--- src/rtl/pssa_pkg.sv ---
// Constants for the PHY shadow control and auxiliary status register pair.
// Assumes a single management clock domain and 16-bit management registers.
package pssa_pkg;

  // ----------------------------------------------------------------
  // Register offsets and shadow codes
  // ----------------------------------------------------------------
  localparam logic [7:0]  ADDR_MISC_CTRL  = 8'h30;  // Shared shadowed address
  localparam logic [7:0]  ADDR_AUX_STATUS = 8'h32;  // Status summary
  localparam logic [2:0]  SHADOW_AUX_CTRL = 3'h0;   // Auxiliary control
  localparam logic [2:0]  SHADOW_10BT     = 3'h1;   // 10BASE-T
  localparam logic [2:0]  SHADOW_POWER    = 3'h2;   // Power/MII control
  localparam logic [2:0]  SHADOW_TEST     = 3'h4;   // Miscellaneous test
  localparam logic [2:0]  SHADOW_MISC     = 3'h7;   // Miscellaneous control
  localparam logic [2:0]  RDSEL_NORMAL    = 3'h0;   // Normal / 10BASE-T view

  // ----------------------------------------------------------------
  // Control field positions
  // ----------------------------------------------------------------
  localparam int BIT_WRITE_EN  = 15;  // Self-clearing write gate
  localparam int BIT_RDSEL_HI  = 14;  // Read selector top
  localparam int BIT_RDSEL_LO  = 12;  // Read selector bottom
  localparam int BIT_PKT_RX    = 11;  // Packet counter direction
  localparam int BIT_MDIX      = 9;   // Forced auto-MDIX
  localparam int BIT_WSPEED    = 4;   // Wire-speed feature enable
  localparam int BIT_ALL_PHY   = 3;   // Broadcast write accept

  // ----------------------------------------------------------------
  // Reset values
  // ----------------------------------------------------------------
  localparam logic [2:0] RST_RDSEL     = 3'h0;
  localparam logic       RST_PKT_RX    = 1'b0;
  localparam logic       RST_MDIX      = 1'b0;
  localparam logic       RST_WSPEED    = 1'b1;
  localparam logic       RST_ALL_PHY   = 1'b0;
  localparam logic [2:0] RST_SHADOW    = 3'h0;  // Last written shadow code
  localparam logic [4:0] BCAST_PHY     = 5'h00; // Broadcast PHY address

  // ----------------------------------------------------------------
  // Status field positions
  // ----------------------------------------------------------------
  localparam int ST_AN_DONE   = 15;
  localparam int ST_SPEED_LO  = 8;   // Field is [10:8]
  localparam int ST_PD_FAULT  = 7;
  localparam int ST_REM_FAULT = 6;
  localparam int ST_PAGE_RX   = 5;
  localparam int ST_LP_AN     = 4;
  localparam int ST_LP_NP     = 3;
  localparam int ST_LINK      = 2;
  localparam int ST_PAUSE_RX  = 1;
  localparam int ST_PAUSE_TX  = 0;
  localparam int NUM_LATCHED  = 6;   // Four states, fault, page
  localparam logic [2:0] SPEED_NONE = 3'h0;

endpackage : pssa_pkg

--- src/rtl/pssa_regs.sv ---
// Shadowed miscellaneous control register and auxiliary status summary.
// Assumes a management register port on sys_clk and status from PHY logic
// on the same clock; no synchronisers are needed on those inputs.
`timescale 1ns/1ns

// Summary of operation
// - Write with bit 15 set updates 14:11, 9, 4 and 3
// - Write with bit 15 clear updates 14:12
// - Bits 14:12 choose the 18h read view
// - Selector decodes power, test, control, normal
// - Bit 11 picks receive or transmit counting
// - Bit 9 keeps crossover without negotiation
// - Bit 4 enables wire-speed, resets to one
// - Bit 3 accepts writes to address zero
// - Write data bits 2:0 pick shadow register
// - Bit 15 shows negotiation complete
// - Bits 14:11 latch negotiation state entries
// - Three-bit speed and duplex encoding
// - Negotiated or manual mode by enable
// - Parallel detection fault latches until read
// - Remote fault follows link partner
// - New page received latches until read
// - Partner negotiation ability reported
// - Partner next-page ability reported
// - Link status up or down
// - Pause resolution receive and transmit
module pssa_regs (
  input  wire logic       sys_clk,        // System clock, 125 MHz
  input  wire logic       reset_n,        // Synchronous reset, active low
  // Register port
  input  wire logic [7:0] reg_addr,       // Register offset
  input  wire logic       reg_wr,         // Write strobe
  input  wire logic       reg_rd,         // Read strobe
  input  wire logic [15:0] reg_wdata,     // Write data
  output logic      [15:0] reg_rdata,     // Read data
  output logic            reg_rvalid,     // Read data valid
  // MDIO address filter
  input  wire logic [4:0] mdio_phy_addr,  // Address of current frame
  input  wire logic [4:0] own_phy_addr,   // This port's address
  output logic            mdio_wr_accept, // Accept the write
  // Control outputs
  output logic      [2:0] read_shadow_sel, // View for the 18h read
  output logic            sel_normal,     // Normal view
  output logic            sel_power,      // Power control view
  output logic            sel_test,       // Test register view
  output logic            sel_misc,       // Misc control view
  output logic            pkt_count_rx,   // Count received packets
  output logic            auto_mdix_force, // Crossover with forced mode
  output logic            wirespeed_en,   // Wire-speed feature on
  output logic            mdio_all_phy,   // Broadcast accept on
  // Status inputs
  input  wire logic       an_enable,      // Negotiation enabled
  input  wire logic       an_complete,    // Negotiation done
  input  wire logic [3:0] an_state_enter, // Pulses: good, ack, ability, np
  input  wire logic [2:0] best_shared_mode, // Negotiated mode
  input  wire logic [2:0] manual_mode,    // Forced mode
  input  wire logic       pd_fault,       // Parallel fault pulse
  input  wire logic       remote_fault,   // Partner remote fault
  input  wire logic       page_rx,        // New page pulse
  input  wire logic       lp_an_able,     // Partner negotiates
  input  wire logic       lp_np_able,     // Partner next page
  input  wire logic       link_up,        // Link good
  input  wire logic       pause_rx,       // Pause receive resolved
  input  wire logic       pause_tx        // Pause transmit resolved
);

  // ----------------------------------------------------------------
  // Access decode
  // ----------------------------------------------------------------
  logic misc_wr;  // Write aimed at the control shadow
  logic misc_rd;  // Read of the shared address
  logic stat_rd;  // Read of the status summary

  // Writes for other shadows belong to other registers
  always_comb begin
    misc_wr = reg_wr && (reg_addr == pssa_pkg::ADDR_MISC_CTRL)
              && (reg_wdata[2:0] == pssa_pkg::SHADOW_MISC);
    misc_rd = reg_rd && (reg_addr == pssa_pkg::ADDR_MISC_CTRL);
    stat_rd = reg_rd && (reg_addr == pssa_pkg::ADDR_AUX_STATUS);
  end

  // ----------------------------------------------------------------
  // Control register
  // ----------------------------------------------------------------
  logic [2:0] shadow_ptr;       // Last shadow code written
  logic [2:0] next_shadow_ptr;
  logic [2:0] next_read_shadow_sel;
  logic       next_pkt_count_rx;
  logic       next_auto_mdix_force;
  logic       next_wirespeed_en;
  logic       next_mdio_all_phy;

  // Gate bit decides the span; it is never stored, so it self-clears
  always_comb begin
    next_shadow_ptr      = shadow_ptr;
    next_read_shadow_sel = read_shadow_sel;
    next_pkt_count_rx    = pkt_count_rx;
    next_auto_mdix_force = auto_mdix_force;
    next_wirespeed_en    = wirespeed_en;
    next_mdio_all_phy    = mdio_all_phy;
    if (reg_wr && (reg_addr == pssa_pkg::ADDR_MISC_CTRL)) begin
      next_shadow_ptr = reg_wdata[2:0];
    end
    if (misc_wr) begin
      // Selector is written either way
      next_read_shadow_sel =
        reg_wdata[pssa_pkg::BIT_RDSEL_HI:pssa_pkg::BIT_RDSEL_LO];
      if (reg_wdata[pssa_pkg::BIT_WRITE_EN]) begin
        next_pkt_count_rx    = reg_wdata[pssa_pkg::BIT_PKT_RX];
        next_auto_mdix_force = reg_wdata[pssa_pkg::BIT_MDIX];
        next_wirespeed_en    = reg_wdata[pssa_pkg::BIT_WSPEED];
        next_mdio_all_phy    = reg_wdata[pssa_pkg::BIT_ALL_PHY];
      end
    end
  end

  // Control register stage
  always_ff @(posedge sys_clk) begin
    if (!reset_n) begin
      shadow_ptr      <= pssa_pkg::RST_SHADOW;
      read_shadow_sel <= pssa_pkg::RST_RDSEL;
      pkt_count_rx    <= pssa_pkg::RST_PKT_RX;
      auto_mdix_force <= pssa_pkg::RST_MDIX;
      wirespeed_en    <= pssa_pkg::RST_WSPEED;
      mdio_all_phy    <= pssa_pkg::RST_ALL_PHY;
    end else begin
      shadow_ptr      <= next_shadow_ptr;
      read_shadow_sel <= next_read_shadow_sel;
      pkt_count_rx    <= next_pkt_count_rx;
      auto_mdix_force <= next_auto_mdix_force;
      wirespeed_en    <= next_wirespeed_en;
      mdio_all_phy    <= next_mdio_all_phy;
    end
  end

  // ----------------------------------------------------------------
  // Selector decode and write filter
  // ----------------------------------------------------------------
  // Unlisted selector codes select nothing; the 18h mux keeps normal data
  always_comb begin
    sel_normal = (read_shadow_sel == pssa_pkg::RDSEL_NORMAL);
    sel_power  = (read_shadow_sel == pssa_pkg::SHADOW_POWER);
    sel_test   = (read_shadow_sel == pssa_pkg::SHADOW_TEST);
    sel_misc   = (read_shadow_sel == pssa_pkg::SHADOW_MISC);
    mdio_wr_accept = (mdio_phy_addr == own_phy_addr)
                     || (mdio_all_phy && (mdio_phy_addr == pssa_pkg::BCAST_PHY));
  end

  // ----------------------------------------------------------------
  // Status sources
  // ----------------------------------------------------------------
  logic [pssa_pkg::NUM_LATCHED-1:0] lh_set;  // Latched-high events
  logic [pssa_pkg::NUM_LATCHED-1:0] lh_q;    // latched_high flags
  logic [2:0]                       speed_code; // Reported mode

  // Order: four state entries, parallel fault, page received
  always_comb begin
    lh_set = {an_state_enter, pd_fault, page_rx};
  end

  // Flags clear on status read; a new event in that cycle wins
  pssa_latch_bits #(
    .N         (pssa_pkg::NUM_LATCHED)
  ) u_latch (
    .sys_clk   (sys_clk),
    .reset_n   (reset_n),
    .set_pulse (lh_set),
    .clear     (stat_rd),
    .q         (lh_q)
  );

  // Negotiated or manual mode
  pssa_speed_mux u_speed (
    .sys_clk          (sys_clk),
    .reset_n          (reset_n),
    .an_enable        (an_enable),
    .an_complete      (an_complete),
    .best_shared_mode (best_shared_mode),
    .manual_mode      (manual_mode),
    .speed_code       (speed_code)
  );

  // ----------------------------------------------------------------
  // Read data
  // ----------------------------------------------------------------
  logic [15:0] misc_word;   // Control view, reserved bits zero
  logic [15:0] stat_word;   // Status view
  logic [15:0] next_rdata;
  logic        next_rvalid;

  // Assemble the two read views
  always_comb begin
    misc_word = 16'h0000;
    misc_word[pssa_pkg::BIT_RDSEL_HI:pssa_pkg::BIT_RDSEL_LO] = read_shadow_sel;
    misc_word[pssa_pkg::BIT_PKT_RX]  = pkt_count_rx;
    misc_word[pssa_pkg::BIT_MDIX]    = auto_mdix_force;
    misc_word[pssa_pkg::BIT_WSPEED]  = wirespeed_en;
    misc_word[pssa_pkg::BIT_ALL_PHY] = mdio_all_phy;
    misc_word[2:0]                   = pssa_pkg::SHADOW_MISC;
    stat_word = 16'h0000;
    stat_word[pssa_pkg::ST_AN_DONE]    = an_complete;
    stat_word[14:11]                   = lh_q[5:2];
    stat_word[10:8]                    = speed_code;
    stat_word[pssa_pkg::ST_PD_FAULT]   = lh_q[1];
    stat_word[pssa_pkg::ST_REM_FAULT]  = remote_fault;
    stat_word[pssa_pkg::ST_PAGE_RX]    = lh_q[0];
    stat_word[pssa_pkg::ST_LP_AN]      = lp_an_able;
    stat_word[pssa_pkg::ST_LP_NP]      = lp_np_able;
    stat_word[pssa_pkg::ST_LINK]       = link_up;
    stat_word[pssa_pkg::ST_PAUSE_RX]   = pause_rx;
    stat_word[pssa_pkg::ST_PAUSE_TX]   = pause_tx;
  end

  // Other shadows at the shared address live elsewhere and read zero here
  always_comb begin
    next_rvalid = reg_rd;
    next_rdata  = 16'h0000;
    if (misc_rd && (shadow_ptr == pssa_pkg::SHADOW_MISC)) begin
      next_rdata = misc_word;
    end else if (stat_rd) begin
      next_rdata = stat_word;
    end
  end

  // Read data register; it holds until the next read
  always_ff @(posedge sys_clk) begin
    if (!reset_n) begin
      reg_rdata  <= 16'h0000;
      reg_rvalid <= 1'b0;
    end else begin
      reg_rvalid <= next_rvalid;
      if (reg_rd) begin
        reg_rdata <= next_rdata;
      end
    end
  end
endmodule : pssa_regs

--- src/rtl/pssa_latch_bits.sv ---
// Bank of latched-high event flags that clear on a management read.
// Assumes set pulses and the clear strobe come from the same clock.
`timescale 1ns/1ns

module pssa_latch_bits #(
  parameter int N = 6                  // Number of flags
) (
  input  wire logic         sys_clk,   // System clock
  input  wire logic         reset_n,   // Synchronous reset, active low
  input  wire logic [N-1:0] set_pulse, // Event pulses
  input  wire logic         clear,     // Read strobe
  output logic      [N-1:0] q          // Latched flags
);

  // ----------------------------------------------------------------
  // Per-flag next value
  // ----------------------------------------------------------------
  logic [N-1:0] next_q;  // Next flag state

  // A set in the clearing cycle survives, so no event is lost
  genvar gi;
  generate
    for (gi = 0; gi < N; gi++) begin : g_bit
      always_comb begin
        next_q[gi] = set_pulse[gi] | (q[gi] & ~clear);
      end
    end
  endgenerate

  // Register stage
  always_ff @(posedge sys_clk) begin
    if (!reset_n) begin
      q <= '0;
    end else begin
      q <= next_q;
    end
  end

endmodule : pssa_latch_bits

--- src/rtl/pssa_speed_mux.sv ---
// Chooses the reported speed and duplex code.
// Assumes both codes and the enable come from the same clock domain.
`timescale 1ns/1ns

module pssa_speed_mux (
  input  wire logic       sys_clk,      // System clock
  input  wire logic       reset_n,      // Synchronous reset, active low
  input  wire logic       an_enable,    // Auto-negotiation enabled
  input  wire logic       an_complete,  // Negotiation finished
  input  wire logic [2:0] best_shared_mode, // Negotiated result
  input  wire logic [2:0] manual_mode,  // Manually forced mode
  output logic      [2:0] speed_code    // Registered report
);

  // ----------------------------------------------------------------
  // Selection
  // ----------------------------------------------------------------
  logic [2:0] next_speed_code;  // Next reported code

  // Incomplete negotiation reports no common mode
  always_comb begin
    if (!an_enable) begin
      next_speed_code = manual_mode;
    end else if (an_complete) begin
      next_speed_code = best_shared_mode;
    end else begin
      next_speed_code = pssa_pkg::SPEED_NONE;
    end
  end

  // Register stage
  always_ff @(posedge sys_clk) begin
    if (!reset_n) begin
      speed_code <= pssa_pkg::SPEED_NONE;
    end else begin
      speed_code <= next_speed_code;
    end
  end

endmodule : pssa_speed_mux

--- config.mk ---
export PLATFORM = sky130hd
export DESIGN_NAME = pssa_regs
export DESIGN_NICKNAME = d
export VERILOG_FILES = /design/src/rtl/pssa_pkg.sv /design/src/rtl/pssa_regs.sv /design/src/rtl/pssa_latch_bits.sv /design/src/rtl/pssa_speed_mux.sv
export SDC_FILE = /design/constraint.sdc
export NUM_CORES = 1
export LEC_CHECK = 0
export BUFFER_PORTS_ARGS = -buffer_cell sky130_fd_sc_hd__buf_2
export CORE_UTILIZATION = 30
export DETAILED_ROUTE_END_ITERATION = 10
export PLACE_DENSITY = 0.58
export SYNTH_ARGS = -nofsm -noshare
export SYNTH_HDL_FRONTEND = slang
export SYNTH_SLANG_ARGS = --single-unit
--- constraint.sdc ---
create_clock -name sys_clk -period 1.1 [get_ports sys_clk]
set_input_delay 0.11 -clock sys_clk [delete_from_list [all_inputs] [get_ports sys_clk]]
set_output_delay 0.11 -clock sys_clk [all_outputs]
set_load 0.05 [all_outputs]
=== Yosys cells after proc, flatten, opt, wreduce, memory -nomap -nowiden ===
Cells that the tools add are included.

* Logic and storage cells: 45
* Input bits: 58
* Flip-flop bits (word level): 36
* Output and inout port bits: 29

* Eq/ne operators: 8
* Reductions and logical operators: 10
* Mux-type cells: 4
* Bitwise operators: 13

{| class="wikitable"
|+ Operator list
! operator !! count
|-
| 2-to-1 mux 16 bit || 2
|-
| equality test 8 x 6 -> 1 bit (second input constant) || 2
|-
| equality test 3 bit (second input constant) || 4
|-
| bitwise AND 1 bit || 6
|-
| logical AND 1 bit || 6
|-
| 2-to-1 mux 3 bit || 2
|-
| OR 1 bit || 6
|-
| equality test 5 bit || 1
|-
| zero test 5 bit || 1
|-
| equality test 3 x 2 -> 1 bit (second input constant) || 1
|-
| zero test 3 bit || 1
|-
| AND reduction 2 bit || 1
|-
| logical OR 1 bit || 1
|-
| inverter 1 bit || 1
|}

=== Depth between registers and ports, before layout ===
* Depth after elaboration: 5
* Depth in mapped cells: 6
* Mapped depth without buffers: 4

=== Cells and area by module ===
Synthesis repeated with hierarchy kept, for this count alone.

* Cell total of the unflattened synthesis: 154
* Area total of the unflattened synthesis: 1607.8 um2

{| class="wikitable"
|+ Modules (own cells, without submodules)
! module !! instances !! area an instance (um2) !! cells each !! seq. area each (um2)
|-
| pssa_regs || 1 || 1292.5 || 124 || 540.5
|-
| pssa_latch_bits || 1 || 202.7 || 18 || 120.1
|-
| pssa_speed_mux || 1 || 112.6 || 12 || 60.1
|}

=== Least setup slack after synthesis ===
OpenSTA, ideal clock, no wires.

* Kind: flip-flop to output port
* Start: register read_shadow_sel[2]
* End: output port sel_test
* Path slack: -0.928 ns
* Buffers on the path: 0
* Stages on the path, launching flop included: 2
* Arrival time: 1.918 ns
* Data required time: 0.990 ns
* Cell sequence: dfxtp_1 > nor3b_1

* Longest elaborated chain between the ends: 1

{| class="wikitable"
|+ RTL lines
! item !! line !! RTL
|-
| start, declared || pssa_regs.sv:42 || <nowiki>output logic [2:0] read_shadow_sel,</nowiki>
|-
| start signal, assigned || pssa_regs.sv:121 || <nowiki>read_shadow_sel <= pssa_pkg::RST_RDSEL;</nowiki>
|-
| start signal, assigned || pssa_regs.sv:128 || <nowiki>read_shadow_sel <= next_read_shadow_sel;</nowiki>
|-
| equality test 3 bit || pssa_regs.sv:143 || <nowiki>sel_test = (read_shadow_sel == pssa_pkg::SHADOW_TEST);</nowiki>
|-
| end, declared || pssa_regs.sv:45 || <nowiki>output logic sel_test,</nowiki>
|}

Every way passes these cells.

=== Worst setup path after layout ===
* Start: register read_shadow_sel[1]
* End: output port sel_power

* Longest elaborated chain between the ends: 1

{| class="wikitable"
|+ RTL lines
! item !! line !! RTL
|-
| equality test 3 x 2 -> 1 bit || pssa_regs.sv:142 || <nowiki>sel_power = (read_shadow_sel == pssa_pkg::SHADOW_POWER);</nowiki>
|-
| end, declared || pssa_regs.sv:44 || <nowiki>output logic sel_power,</nowiki>
|}

Every way passes these cells.

==> metrics.yaml <==
status: "finished with violations"
violations: "setup timing"
cts_root_buffer: "clkbuf_8"
rsz0062_at_grt: "true"
cts_htree_levels: 2
slowest_stage: "dfxtp_4"
syn_area_per_cell_um2: 9.50
die_w_um: 74.5
p_sw_uw: 635
hold_violations: 0
tritoncts: "built"
path_class: "flip-flop to output pin"
grt_overflow_total: 0
grt_first_pass_wirelength_mm: 5.69
path_cells: "nor3b_4, buf_6"
critPathLaunchType: "flip-flop"
dpl_worst_slack_ps: -196
syn_to_final_growth_pct: 49.6
final_layout_size_suffix_gt1_frac: 0.479
dp_hpwl_mm: 2.70
clockBufferDepth: 2
antenna_cells: 0
coreArea_mm2: 0.00507
syn_area_mm2: 0.00158
fin_util: 0.465
nNetsFinal: 316
power_density_mw_per_mm2: 1180
vdd_ir_drop_max_v: 0.000647
p_int_uw: 2150
maxCapViolCount: 0
wl_per_cell_um: 11.6
cts_buffers: 5
antenna_left: 0
worst_pin_slew_ps: 407
timing.slew.headroom: 0.727
crit_required_ps: 990
drc_errors: 0
grt_start_max_net_pins: 23
worstHoldPathType: "input pin to flip-flop"
grt_pass1_vias: 1299
worstPathArrival_ps: 1050
fin_ws_ps: -63.5
cp-end-kind: "output pin"
setup_viol: 5
drt_wl_total_mm: 3.83
path_delay_family: "flip-flops"
cts_sinks: 36
clk_latency_ps: 280
dpl_cell_area_mm2: 0.00216
syn_inst: 166
track_usage: 0.135
instances_no_fill: 329
dp_cells: 316
cts.hold.buffers_added: 0
io_pins: 87
path_max_fanout: 6
period_needed_ps: 1160
gp_congestion: 0.727
fp.dieArea_mm2: 0.00555
fmax_ghz: 0.859
drtIter0Drc: 22
share_seq_of_total_power: 0.484
clk_pin_slew_ps: 70
drv_slew: 0
combPwrFrac: 0.115
synth-warning-count: 0
vias: 1460
via_per_inst: 4.44
sw_frac_of_total: 0.228
clkPwrFrac: 0.401
start_util: 0.311
fin_area_mm2: 0.00236
p_leak_uw: 0.00105
ys_types: 32
dr.pass1.iters: 4
row_count: 26
synth-seq-cells: 36
skew_ps: 3.28
io_buffers: 81
die_h_um: 74.5
yosysSeqAreaShare: 0.457
period_share: 1.06
antenna_found_initial: 0
path_buf_inv: 1
syn_nets: 224
power_uw: 2790
max_stage_delay_ps: 400
final timing paths:
path	startpoint	end	slack, ps	depth (start not counted)
worst min-delay path	reg_wdata[4]	wirespeed_en$_SDFFE_PN1P_	40	3
worst max register to register	shadow_ptr[2]$_SDFFE_PN0P_	reg_rdata[12]$_SDFFE_PN0P_	60	4
worst max-delay path	read_shadow_sel[1]$_SDFFE_PN0P_	sel_power	-60	2
worst min register to register	reg_rdata[11]$_SDFFE_PN0P_	reg_rdata[11]$_SDFFE_PN0P_	450	2
kinds of logic after synthesis:
kind of cell / Yosys count / share of synthesized area
xor gates and xnor gates: 5 / 0.0278
buffers and inverters: 10 / 0.0540
AOI/OAI and AO/OA: 39 / 0.138
DFF: 36 / 0.457
and+or+nand+nor: 66 / 0.260
muxes: 10 / 0.0635
worst min-delay path: stages:
cell     delay [ps]
buf_2            80
mux2i_1          50
nand2_1          50
final cells by class:
cell class              count  area [µm²]
repair buffers             93         563
fillers                   532        2720
well taps                  70        87.6
inverters                   1        3.75
clock inverters             2        35.0
multi-input cells         121         860
clock buffers               6        72.6
flip-flops and latches     36         737
metrics by stage:
stage / setup TNS, ps / hold slack, ps
6_report: -223 / 43.9
4_1_cts: -254 / 33.2
5_1_grt: -517 / 56.8
3_5_place_dp: -3770 / 328
2_1_floorplan: -270 / 230
3_3_place_gp: -3410 / 323
power by group through the flow:
stage	clock network [µW]	registers, µW	logic [µW]
global placement	0	1380	315
global route	1200	1350	352
finish	1120	1350	320
CTS	1150	1350	319
detailed placement	0	1380	315
floorplan	0	1430	111
cells in the final DEF, fill, tap and decap left out, drive strengths merged, types with 2 or more instances in the layout:
cell	Yosys	layout
buf	5	91
dfxtp	36	36
nor2b	28	28
a21oi	18	18
nand2	13	13
mux2i	10	10
o21ai	10	10
clkbuf	3	8
nand3	5	5
a31oi	4	4
and4	3	4
xnor2	3	3
nand2b	3	3
a21boi	3	3
a22oi	3	3
and3	3	3
nor3b	2	2
xor2	2	2
nand4	2	2
nor3	2	2
nor4	2	2
state kept, by name, summed over array words and instances, names as in the netlist:
register and flops:
reg_rdata 16, u_latch.q 6, read_shadow_sel 3, shadow_ptr 3, u_speed.speed_code 3, auto_mdix_force 1
mdio_all_phy 1, pkt_count_rx 1, reg_rvalid 1, wirespeed_en 1
cells in the mapped netlist:
master,number,area share
nand4_1,2,0.0079
o21ai_0,7,0.022
dlygate4sd1_1,1,0.0056
and2_1,1,0.0040
xnor2_1,3,0.017
o21ai_1,3,0.0095
and4_1,2,0.011
nand3_1,5,0.016
and4bb_4,1,0.010
and3_1,3,0.012
nand2_1,13,0.031
a21oi_1,18,0.057
o31ai_1,1,0.0048
clkbuf_1,3,0.0071
mux2i_1,10,0.063
buf_4,1,0.0048
and4_2,1,0.0063
a31oi_1,4,0.016
nor4_1,1,0.0040
buf_12,1,0.013
nand2b_1,3,0.012
a21boi_0,3,0.014
dfxtp_1,36,0.46
xor2_1,2,0.011
nand3b_1,1,0.0048
inv_1,1,0.0024
nor3_1,2,0.0063
nor3b_1,2,0.0095
nor4_4,1,0.013
a22oi_1,3,0.014
buf_6,3,0.021
nor2b_1,28,0.11
timing repair:
item	4_1_cts	5_1_grt
resized for setup	15	8
pin swaps	2	7
gates cloned	0	1
buffers inserted	4	1
endpoints found under the setup margin	17	18
metal layers:
metal / global-route usage / wire, µm
met2: 0.216 / 1680
met4: 0.0377 / 31
met1: 0.173 / 1820
met3: 0.0447 / 289
met5: 0 / 0
Note: power is estimated with default switching activity, not from simulation.
